===== src/design/haptic_status_control_consts.svh =====
// register offsets, field positions, reset values and timing counts of the haptic status/control bank
// assumes a 16-bit register address with one data byte per address
`ifndef HAPTIC_STATUS_CONTROL_CONSTS_SVH
`define HAPTIC_STATUS_CONTROL_CONSTS_SVH

// ----------------------------------------------------------------
// register offsets
// ----------------------------------------------------------------
`define OFS_SYSTEM_STATUS        16'h1000
`define OFS_SYSTEM_SETTINGS      16'h2000
`define OFS_THERMAL_TRIP         16'h2001
`define OFS_SYSTEM_CONTROL       16'h2002
`define OFS_HAPTIC_CONTROL       16'h2003

// ----------------------------------------------------------------
// status field positions
// ----------------------------------------------------------------
`define STS_OVER_TEMP_BIT        5
`define STS_OVER_CURR_BIT        4
`define STS_DEEP_SLEEP_BIT       3
`define STS_RECAL_BIT            2
`define STS_ACTIVE_BIT           1
`define STS_RESET_BIT            0

// ----------------------------------------------------------------
// settings and control field positions
// ----------------------------------------------------------------
`define SET_TRIG_MODE_BIT        6
`define SET_TIMEOUT_LSB          2
`define SET_TIMEOUT_MSB          5
`define SET_PMODE_LSB            0
`define SET_PMODE_MSB            1
`define OT_HYST_BIT              4
`define OT_THRESH_LSB            0
`define OT_THRESH_MSB            3
`define SYS_SOFT_RESET_BIT       1
`define SYS_ACK_RESET_BIT        0
`define HAP_STOP_BIT             1
`define HAP_TRIGGER_BIT          0

// ----------------------------------------------------------------
// reset values, masks and fixed answers
// ----------------------------------------------------------------
`define SETTINGS_RESET           8'h22
`define THERMAL_RESET            8'h1A
`define SETTINGS_MASK            8'h7F
`define THERMAL_MASK             8'h1F
`define UNMAPPED_READ            8'hEE

// ----------------------------------------------------------------
// timing
// ----------------------------------------------------------------
`define CLK_HZ                   50000000
`define MS_PER_TIMEOUT_STEP      512
`define CYCLES_PER_MS            (`CLK_HZ / 1000)

`endif


===== src/design/haptic_status_control_pkg.sv =====
// types shared by the haptic status/control bank and its power-state controller
// assumes nothing beyond the consts header for numbers
package haptic_status_control_pkg;

  // power behaviour selected by software
  typedef enum logic [1:0] {
    PMODE_FAST = 2'h0,
    PMODE_DEEP = 2'h1,
    PMODE_AUTO = 2'h2,
    PMODE_RSVD = 2'h3
  } power_mode_e;

  // present power state of the device
  typedef enum logic {
    PSTATE_FAST,
    PSTATE_DEEP
  } power_state_e;

  typedef logic [7:0] byte_t;

endpackage


===== src/design/power_ctrl_if.sv =====
// carrier between the register bank and the power-state controller
// assumes both ends share clk_i and rst_i
`timescale 1ns/1ps
interface power_ctrl_if;
  import haptic_status_control_pkg::*;

  power_mode_e mode;         // software power behaviour
  logic [3:0]  timeout_field; // idle timeout in 512 ms steps
  logic        busy;          // engine playing or trigger pending
  logic        deep_sleep;    // 1 while in the deep_sleep_state

  modport bank (output mode, output timeout_field, output busy, input deep_sleep);
  modport ctrl (input mode, input timeout_field, input busy, output deep_sleep);
endinterface


===== src/design/power_state_ctrl.sv =====
// power-state controller: picks fast or deep_sleep_state from the software mode and idle time
// assumes one clock, asynchronous active-high reset and a clock enable
`timescale 1ns/1ps
`include "haptic_status_control_consts.svh"
module power_state_ctrl
  import haptic_status_control_pkg::*;
#(
  parameter int CYCLES_PER_MS = `CYCLES_PER_MS
) (
  input  wire logic  clk_i,
  input  wire logic  rst_i,
  input  wire logic  ce_i,
  power_ctrl_if.ctrl pm
);

  // ----------------------------------------------------------------
  // millisecond tick and idle time
  // ----------------------------------------------------------------
  logic [31:0]  cyc_reg;
  logic [12:0]  ms_reg;
  logic         tick;
  logic [12:0]  limit;

  assign tick  = (cyc_reg == 32'(CYCLES_PER_MS - 1));
  assign limit = 13'(pm.timeout_field) * 13'(`MS_PER_TIMEOUT_STEP);

  // idle time restarts on any activity, so the timeout measures quiet time only
  always_ff @(posedge clk_i or posedge rst_i) begin
    if (rst_i) begin
      cyc_reg <= 32'h0;
      ms_reg  <= 13'h0;
    end else if (ce_i) begin
      if (pm.busy || pm.mode != PMODE_AUTO) begin
        cyc_reg <= 32'h0;
        ms_reg  <= 13'h0;
      end else if (tick) begin
        cyc_reg <= 32'h0;
        if (ms_reg != 13'h1FFF) begin
          ms_reg <= ms_reg + 13'h1;
        end
      end else begin
        cyc_reg <= cyc_reg + 32'h1;
      end
    end
  end

  // ----------------------------------------------------------------
  // power state
  // ----------------------------------------------------------------
  power_state_e state_reg;

  // automatic mode wakes on activity and sleeps after the idle timeout
  always_ff @(posedge clk_i or posedge rst_i) begin
    if (rst_i) begin
      state_reg <= PSTATE_FAST;
    end else if (ce_i) begin
      case (pm.mode)
        PMODE_FAST: state_reg <= PSTATE_FAST;
        PMODE_DEEP: state_reg <= PSTATE_DEEP;
        PMODE_AUTO: begin
          if (pm.busy) begin
            state_reg <= PSTATE_FAST;
          end else if (ms_reg >= limit) begin
            state_reg <= PSTATE_DEEP;
          end
        end
        default: state_reg <= PSTATE_FAST; // unlisted code behaves as fast
      endcase
    end
  end

  assign pm.deep_sleep = (state_reg == PSTATE_DEEP);

endmodule


===== src/design/haptic_status_control_regs.sv =====
// status and control register bank of the haptic driver, reached by byte address over the host link
// assumes the link engine presents one-cycle read/write strobes with a 16-bit address
// and that fault events and engine activity already arrive synchronous to clk_i
//
// Function
// - status bit 5 sets on over-temperature, clears when status is read.
// - status bit 4 sets on over-current, clears when status is read.
// - status bit 3 reads 0 in fast state, 1 in deep_sleep_state.
// - status bit 1 reads 1 while the haptic engine plays.
// - status bit 0 reads 1 while a reset condition is flagged.
// - settings bit 6 picks edge (0) or level (1) triggering.
// - settings bits 5:2 give power timeout of 512 ms per step.
// - settings bits 1:0 pick fast, deep-sleep or automatic power behaviour.
// - thermal bit 4 enables hysteresis; bits 3:0 pick trip threshold.
// - writing 1 to system control bit 1 soft-resets; 0 does nothing.
// - writing 1 to system control bit 0 acknowledges reset; self-clears.
// - writing 1 to haptic control bit 1 stops playback; self-clears.
// - writing 1 to haptic control bit 0 starts playback; self-clears.
`timescale 1ns/1ps
`include "haptic_status_control_consts.svh"
module haptic_status_control_regs
  import haptic_status_control_pkg::*;
#(
  parameter int CYCLES_PER_MS = `CYCLES_PER_MS
) (
  input  wire logic        clk_i,
  input  wire logic        rst_i,
  input  wire logic        ce_i,
  // register access from the link engine
  input  wire logic [15:0] reg_addr_i,
  input  wire logic        reg_wr_i,
  input  wire logic        reg_rd_i,
  input  wire logic [7:0]  reg_wdata_i,
  output logic      [7:0]  reg_rdata_o,
  // events and state from the drive side
  input  wire logic        over_temp_evt_i,
  input  wire logic        over_curr_evt_i,
  input  wire logic        haptics_active_i,
  input  wire logic        recal_hint_i,
  // settings towards the drive side
  output logic             trigger_level_mode_o,
  output logic      [1:0]  power_mode_o,
  output logic      [3:0]  power_timeout_o,
  output logic             hysteresis_en_o,
  output logic      [3:0]  temp_threshold_o,
  output logic             deep_sleep_state_o,
  // one-cycle action pulses
  output logic             soft_reset_o,
  output logic             trigger_o,
  output logic             stop_o
);

  // ----------------------------------------------------------------
  // address decode
  // ----------------------------------------------------------------
  function automatic logic hit(input logic [15:0] a, input logic [15:0] ofs);
    hit = (a == ofs);
  endfunction

  logic wr_set;
  logic wr_thm;
  logic wr_sys;
  logic wr_hap;
  logic rd_sts;

  // every strobe is gated by the clock enable, so a frozen bank ignores the host
  assign wr_set = ce_i && reg_wr_i && hit(reg_addr_i, `OFS_SYSTEM_SETTINGS);
  assign wr_thm = ce_i && reg_wr_i && hit(reg_addr_i, `OFS_THERMAL_TRIP);
  assign wr_sys = ce_i && reg_wr_i && hit(reg_addr_i, `OFS_SYSTEM_CONTROL);
  assign wr_hap = ce_i && reg_wr_i && hit(reg_addr_i, `OFS_HAPTIC_CONTROL);
  assign rd_sts = ce_i && reg_rd_i && hit(reg_addr_i, `OFS_SYSTEM_STATUS);

  // ----------------------------------------------------------------
  // action strobes
  // ----------------------------------------------------------------
  logic soft_rst_req;
  logic ack_req;

  assign soft_rst_req = wr_sys && reg_wdata_i[`SYS_SOFT_RESET_BIT];
  assign ack_req      = wr_sys && reg_wdata_i[`SYS_ACK_RESET_BIT];

  // action bits never store; the read mux answers zero for both control registers
  always_ff @(posedge clk_i or posedge rst_i) begin
    if (rst_i) begin
      soft_reset_o <= 1'b0;
      trigger_o    <= 1'b0;
      stop_o       <= 1'b0;
    end else if (ce_i) begin
      soft_reset_o <= soft_rst_req;
      // stop beats trigger when both bits arrive in one byte
      stop_o       <= wr_hap && reg_wdata_i[`HAP_STOP_BIT];
      trigger_o    <= wr_hap && reg_wdata_i[`HAP_TRIGGER_BIT]
                      && !reg_wdata_i[`HAP_STOP_BIT];
    end
  end

  // ----------------------------------------------------------------
  // settings registers
  // ----------------------------------------------------------------
  byte_t settings_reg;
  byte_t thermal_reg;

  // a soft reset brings the settings back to their power-on values
  // masks drop reserved bits on the way in, so read-back needs no extra gating
  always_ff @(posedge clk_i or posedge rst_i) begin
    if (rst_i) begin
      settings_reg <= `SETTINGS_RESET;
      thermal_reg  <= `THERMAL_RESET;
    end else if (ce_i) begin
      if (soft_rst_req) begin
        settings_reg <= `SETTINGS_RESET;
        thermal_reg  <= `THERMAL_RESET;
      end else begin
        if (wr_set) begin
          settings_reg <= reg_wdata_i & `SETTINGS_MASK;
        end
        if (wr_thm) begin
          thermal_reg <= reg_wdata_i & `THERMAL_MASK;
        end
      end
    end
  end

  assign trigger_level_mode_o = settings_reg[`SET_TRIG_MODE_BIT];
  assign power_timeout_o      = settings_reg[`SET_TIMEOUT_MSB:`SET_TIMEOUT_LSB];
  assign power_mode_o         = settings_reg[`SET_PMODE_MSB:`SET_PMODE_LSB];
  assign hysteresis_en_o      = thermal_reg[`OT_HYST_BIT];
  assign temp_threshold_o     = thermal_reg[`OT_THRESH_MSB:`OT_THRESH_LSB];

  // ----------------------------------------------------------------
  // sticky status flags
  // ----------------------------------------------------------------
  logic over_temp_reg;
  logic over_curr_reg;
  logic reset_flag_reg;

  // sticky next value: a new event always beats the clear in the same cycle,
  // so a fault that races a status read shows on the next read instead of being lost
  function automatic logic sticky_next(input logic evt, input logic flag, input logic clr);
    sticky_next = evt || (flag && !clr);
  endfunction

  // a fault that lands in the reading cycle survives the clear-on-read
  // soft reset leaves the fault flags alone so the fault that caused it stays visible
  always_ff @(posedge clk_i or posedge rst_i) begin
    if (rst_i) begin
      over_temp_reg <= 1'b0;
      over_curr_reg <= 1'b0;
    end else if (ce_i) begin
      over_temp_reg <= sticky_next(over_temp_evt_i, over_temp_reg, rd_sts);
      over_curr_reg <= sticky_next(over_curr_evt_i, over_curr_reg, rd_sts);
    end
  end

  // reset flag comes up set after power-on and soft reset alike
  // acknowledge and soft reset in one byte leave the flag set: the soft reset wins
  always_ff @(posedge clk_i or posedge rst_i) begin
    if (rst_i) begin
      reset_flag_reg <= 1'b1;
    end else if (ce_i) begin
      reset_flag_reg <= sticky_next(soft_rst_req, reset_flag_reg, ack_req);
    end
  end

  // ----------------------------------------------------------------
  // power-state controller
  // ----------------------------------------------------------------
  // the controller owns the idle timer; this bank only supplies mode, timeout and activity
  // busy counts the trigger pulse too, so automatic mode wakes before the engine reports activity
  power_ctrl_if pm_bus ();

  assign pm_bus.mode          = power_mode_e'(power_mode_o);
  assign pm_bus.timeout_field = power_timeout_o;
  assign pm_bus.busy          = haptics_active_i || trigger_o;
  assign deep_sleep_state_o   = pm_bus.deep_sleep;

  power_state_ctrl #(
    .CYCLES_PER_MS (CYCLES_PER_MS)
  ) u_power (
    .clk_i (clk_i),
    .rst_i (rst_i),
    .ce_i  (ce_i),
    .pm    (pm_bus)
  );

  // ----------------------------------------------------------------
  // read data
  // ----------------------------------------------------------------
  // bit 2 passes the drive side's recalibrate hint straight through
  // reserved bits 7:6 stay zero so software can compare whole bytes safely
  byte_t status_val;

  always_comb begin
    status_val                      = 8'h00;
    status_val[`STS_OVER_TEMP_BIT]  = over_temp_reg;
    status_val[`STS_OVER_CURR_BIT]  = over_curr_reg;
    status_val[`STS_DEEP_SLEEP_BIT] = pm_bus.deep_sleep;
    status_val[`STS_RECAL_BIT]      = recal_hint_i;
    status_val[`STS_ACTIVE_BIT]     = haptics_active_i;
    status_val[`STS_RESET_BIT]      = reset_flag_reg;
  end

  // data is held until the next read; unmapped addresses answer a fixed byte
  always_ff @(posedge clk_i or posedge rst_i) begin
    if (rst_i) begin
      reg_rdata_o <= 8'h00;
    end else if (ce_i && reg_rd_i) begin
      case (reg_addr_i)
        `OFS_SYSTEM_STATUS:   reg_rdata_o <= status_val;
        `OFS_SYSTEM_SETTINGS: reg_rdata_o <= settings_reg;
        `OFS_THERMAL_TRIP:    reg_rdata_o <= thermal_reg;
        `OFS_SYSTEM_CONTROL:  reg_rdata_o <= 8'h00;  // self-clearing
        `OFS_HAPTIC_CONTROL:  reg_rdata_o <= 8'h00;  // self-clearing
        default:              reg_rdata_o <= `UNMAPPED_READ;
      endcase
    end
  end

endmodule


===== config.mk =====
export PLATFORM = sky130hd
export DESIGN_NAME = haptic_status_control_regs
export DESIGN_NICKNAME = d
export VERILOG_FILES = /design/src/design/haptic_status_control_pkg.sv /design/src/design/power_ctrl_if.sv /design/src/design/power_state_ctrl.sv /design/src/design/haptic_status_control_regs.sv
export VERILOG_INCLUDE_DIRS = /design/src /design/src/design
export SDC_FILE = /design/constraint.sdc
export NUM_CORES = 1
export LEC_CHECK = 0
export ABC_AREA = 1
export ABC_CLOCK_PERIOD_IN_PS = 2300
export BUFFER_PORTS_ARGS = -buffer_cell sky130_fd_sc_hd__buf_2
export CORE_UTILIZATION = 59
export DETAILED_ROUTE_END_ITERATION = 8
export PLACE_DENSITY = 0.93
export SLEW_MARGIN = 20
export SYNTH_ARGS = -nofsm -noshare
export SYNTH_HDL_FRONTEND = slang
export SYNTH_SLANG_ARGS = --single-unit

===== constraint.sdc =====
create_clock -name clk_i -period 2.3 [get_ports clk_i]
set_input_delay 0.115 -clock clk_i [delete_from_list [all_inputs] [get_ports clk_i]]
set_output_delay 0.115 -clock clk_i [all_outputs]
set_load 0.005 [all_outputs]

==> out/qor.csv <==
stage;metric;value;unit
routing;Vias;4646;
cts;clk buf depth;2;
cts;Sink Count;72;
global_route;GRT overflow;0;
sta;Slew headroom;52.3;%
logic_synthesis;cells after synthesis;644;
setup_path;Setup crit start kind;flip-flop;
die;row cnt;31;
setup_path;Crit-path slowest cell;dfrtp_1;
final_layout;fill count;555;
final_layout;Final Cell Area;5160;um2
sta;final hold vios;0;
final_layout;synthesis-to-finish area growth;15.0;%
routing;routed len/inst;14.3;um
routing;ANT nets after route;0;
logic_synthesis;Yosys warnings;0;
final_layout;multi-input logic area;2360;um2
final_layout;ANT cells;0;
setup_path;worst-path fanout max;14;
logic_synthesis;register area share after synthesis;40.3;%
setup_path;Crit path top cell by count;nand2_1;
logic_synthesis;top-area cell type share of the netlist area;36.8;%
logic_synthesis;synthesized net count;686;
place;DP Wirelength;8010;um
pwr;Power Total;0.00260;W
sta;worst-margin pin slew;0.714;ns
final_layout;sequential cell area;1810;um2
die;area of the core;7290;um2
logic_synthesis;number of synthesized flops with an enable pin;0;
routing;vias per cell;5.72;
sta;Final min period;2.11;ns
cts;CTS tree;yes;
logic_synthesis;ys flop type;dfrtp_1;
cts;Worst-Skew Late Latency;0.36;ns
die;die width;89.2;um
routing;initial DRC count;522;
setup_path;CP bufs+invs;3;
cts;clock-pin slew on the worst setup and hold paths;0.09;ns
final_layout;most frequent cells in the layout;nand2_1 (195), nor2_1 (120), dfrtp_1 (66);
logic_synthesis;ys async rst share;100;%
sta;Max Slew Vio Count;0;
final_layout;layout cells sized above 1;14.7;%
global_route;vias in the first global route;4164;
setup_path;endpoint type of the worst setup path;flip-flop;
logic_synthesis;post-synthesis average cell area;6.97;um2
cts;CTS Root Buffer Type;clkbuf_8;
setup_path;CP Class;flip-flop to flip-flop;
place;Placer Congestion;0.903;
final_layout;Non-Filler Instances;812;
logic_synthesis;Yosys reg bits;72;
logic_synthesis;synth top area cells;dfrtp_1 (37%), nand2_1 (16%), nor2_1 (10%);
global_route;largest net degree at the start of global routing;41;
setup_path;CP Cell Sequence;inv_1 > ha_1 > nand2_1 > inv_4 > nand2_4 > buf_4 > nand3_2 > nand2_1 > nand2_1;
sta;FMAX;473;MHz
sta;# setup viols final;0;
final_layout;most common cell after layout, fill and taps aside;nand2_1;
routing;Routed WL;11600;um
global_route;GRT Overall Usage;30.2;%
place;PortBufs;55;
sta;clock skew;0.0176;ns
cts;TritonCTS Buffers;9;
place;DP Cell Count;789;
setup_path;Top Family by Delay on Critical Path;simple AND/OR/NAND/NOR gates;
pwr;maximum vdd drop;0.313;mV
sta;worst hold margin;0.0115;ns
flow_run;MaxCap Viol Count;0;
final_layout;Nets;750;
die;die area;7960;um2
die;# IOs;57;
global_route;initial antenna violation count;0;
setup_path;WP data arrival;2.36;ns
die;initial core utilization;61.6;%
hold_path;Min-Delay Path Class;primary input to flip-flop;
run_status;outcome;complete, no violations;
logic_synthesis;post-synthesis instance area;4490;um2
setup_path;critical path data required time;2.54;ns
logic_synthesis;cell taking the most area after synthesis;dfrtp_1;
global_route;first-pass GRT wire length;18400;um
pwr;Power Density;504;nW/um2
sta;RSZ-0062 raised after global routing;false;
cts;htree depth;3;
final_layout;max reg flops;32;
pwr;Static Leak;2.49;nW
setup_path;CP max stage delay;0.38;ns
place;Post-DP Area;4860;um2
sta;setup TNS;0;ns
logic_synthesis;post-synthesis cell type count;38;
routing;DRT Pass-1 Iters;5;
sta;Final Cycle Share;91.9;%
die;Die Y-Extent;89.2;um
routing;DR DRC count;0;
## cell usage after synthesis, types with 4 or more instances
master / instances
nand2_1: 195
nor2_1: 120
dfrtp_1: 66
inv_1: 62
nand3_1: 43
nand4_1: 28
o21ai_0: 18
nor3_1: 14
a21oi_1: 11
xor2_1: 10
ha_1: 9
o21ai_1: 7
dfstp_2: 6
nor2_2: 6
buf_2: 5
nand2_2: 5
clkbuf_1: 4
nor2_4: 4
nor3b_1: 4
## power breakdown
group          internal, W  total (W)  switching, W
Combinational    0.0000565   0.000160      0.000103
Sequential         0.00128    0.00129    0.00000738
Clock             0.000672    0.00116      0.000483
## cell families (layout without fill, tap and decap cells)
kind of cell    count (synthesis)  in the layout  share of synthesized area [%]
simple gates                  429            429                           42.3
buf+inv                        79            148                           7.16
flops                          72             72                           40.3
compound gates                 44             44                           5.60
xor+xnor                       11             11                           2.15
fa+ha+maj                       9              9                           2.51
## layer usage
metal,GRT usage [%],part of all wire (%),vias up
li1,-,-,2193
met1,39.0,41,2124
met2,48.6,47,265
met3,5.82,8.2,64
met4,15.3,3.9,0
met5,0,0,-
## stage by stage
step	utilization, %	worst slack (ns)
finish	70.8	0.186
global route	70.8	0.0507
CTS	70.8	0.195
detailed placement	66.6	0.284
global placement	66.6	0.335
floorplan	-	0.370
## cell type report
class | count | area share (%)
flip-flops and latches | 72 | 35.0
well taps | 99 | 2.40
repair buffers | 66 | 7.51
clock buffers | 12 | 3.01
multi-input cells | 493 | 45.7
clock inverters | 4 | 1.48
inverters | 66 | 4.85
## worst min-delay path, delay by kind of cell
family                 cells  cell delay (ns)
AO/OA/AOI/OAI              1             0.07
buffers and inverters      1             0.09
AND/OR/NAND/NOR            1             0.06
## what timing repair did
item	in CTS	in global routing
setup buffers	0	0
resized for setup	0	2
hold endpoints to repair	32	0
hold buffers	7	0
setup endpoints to repair	0	4
## path summary, 6_finish.rpt
kind / from / depth (start not counted) / to / slack [ns]
setup / recovery: settings_reg[0] / 9 / u_power.ms_reg[10] / 0.19
hold / removal: reg_wdata_i[3] / 3 / settings_reg[3] / 0.01
setup reg to reg: settings_reg[0] / 9 / u_power.ms_reg[10] / 0.19
hold reg to reg: soft_reset_o / 2 / soft_reset_o / 0.48
max in group asynchronous: rst_i / 4 / u_power.cyc_reg[24] / 1.22
min in group asynchronous: rst_i / 3 / trigger_o / 0.42
No activity file was read; power rests on OpenSTA's default activity.
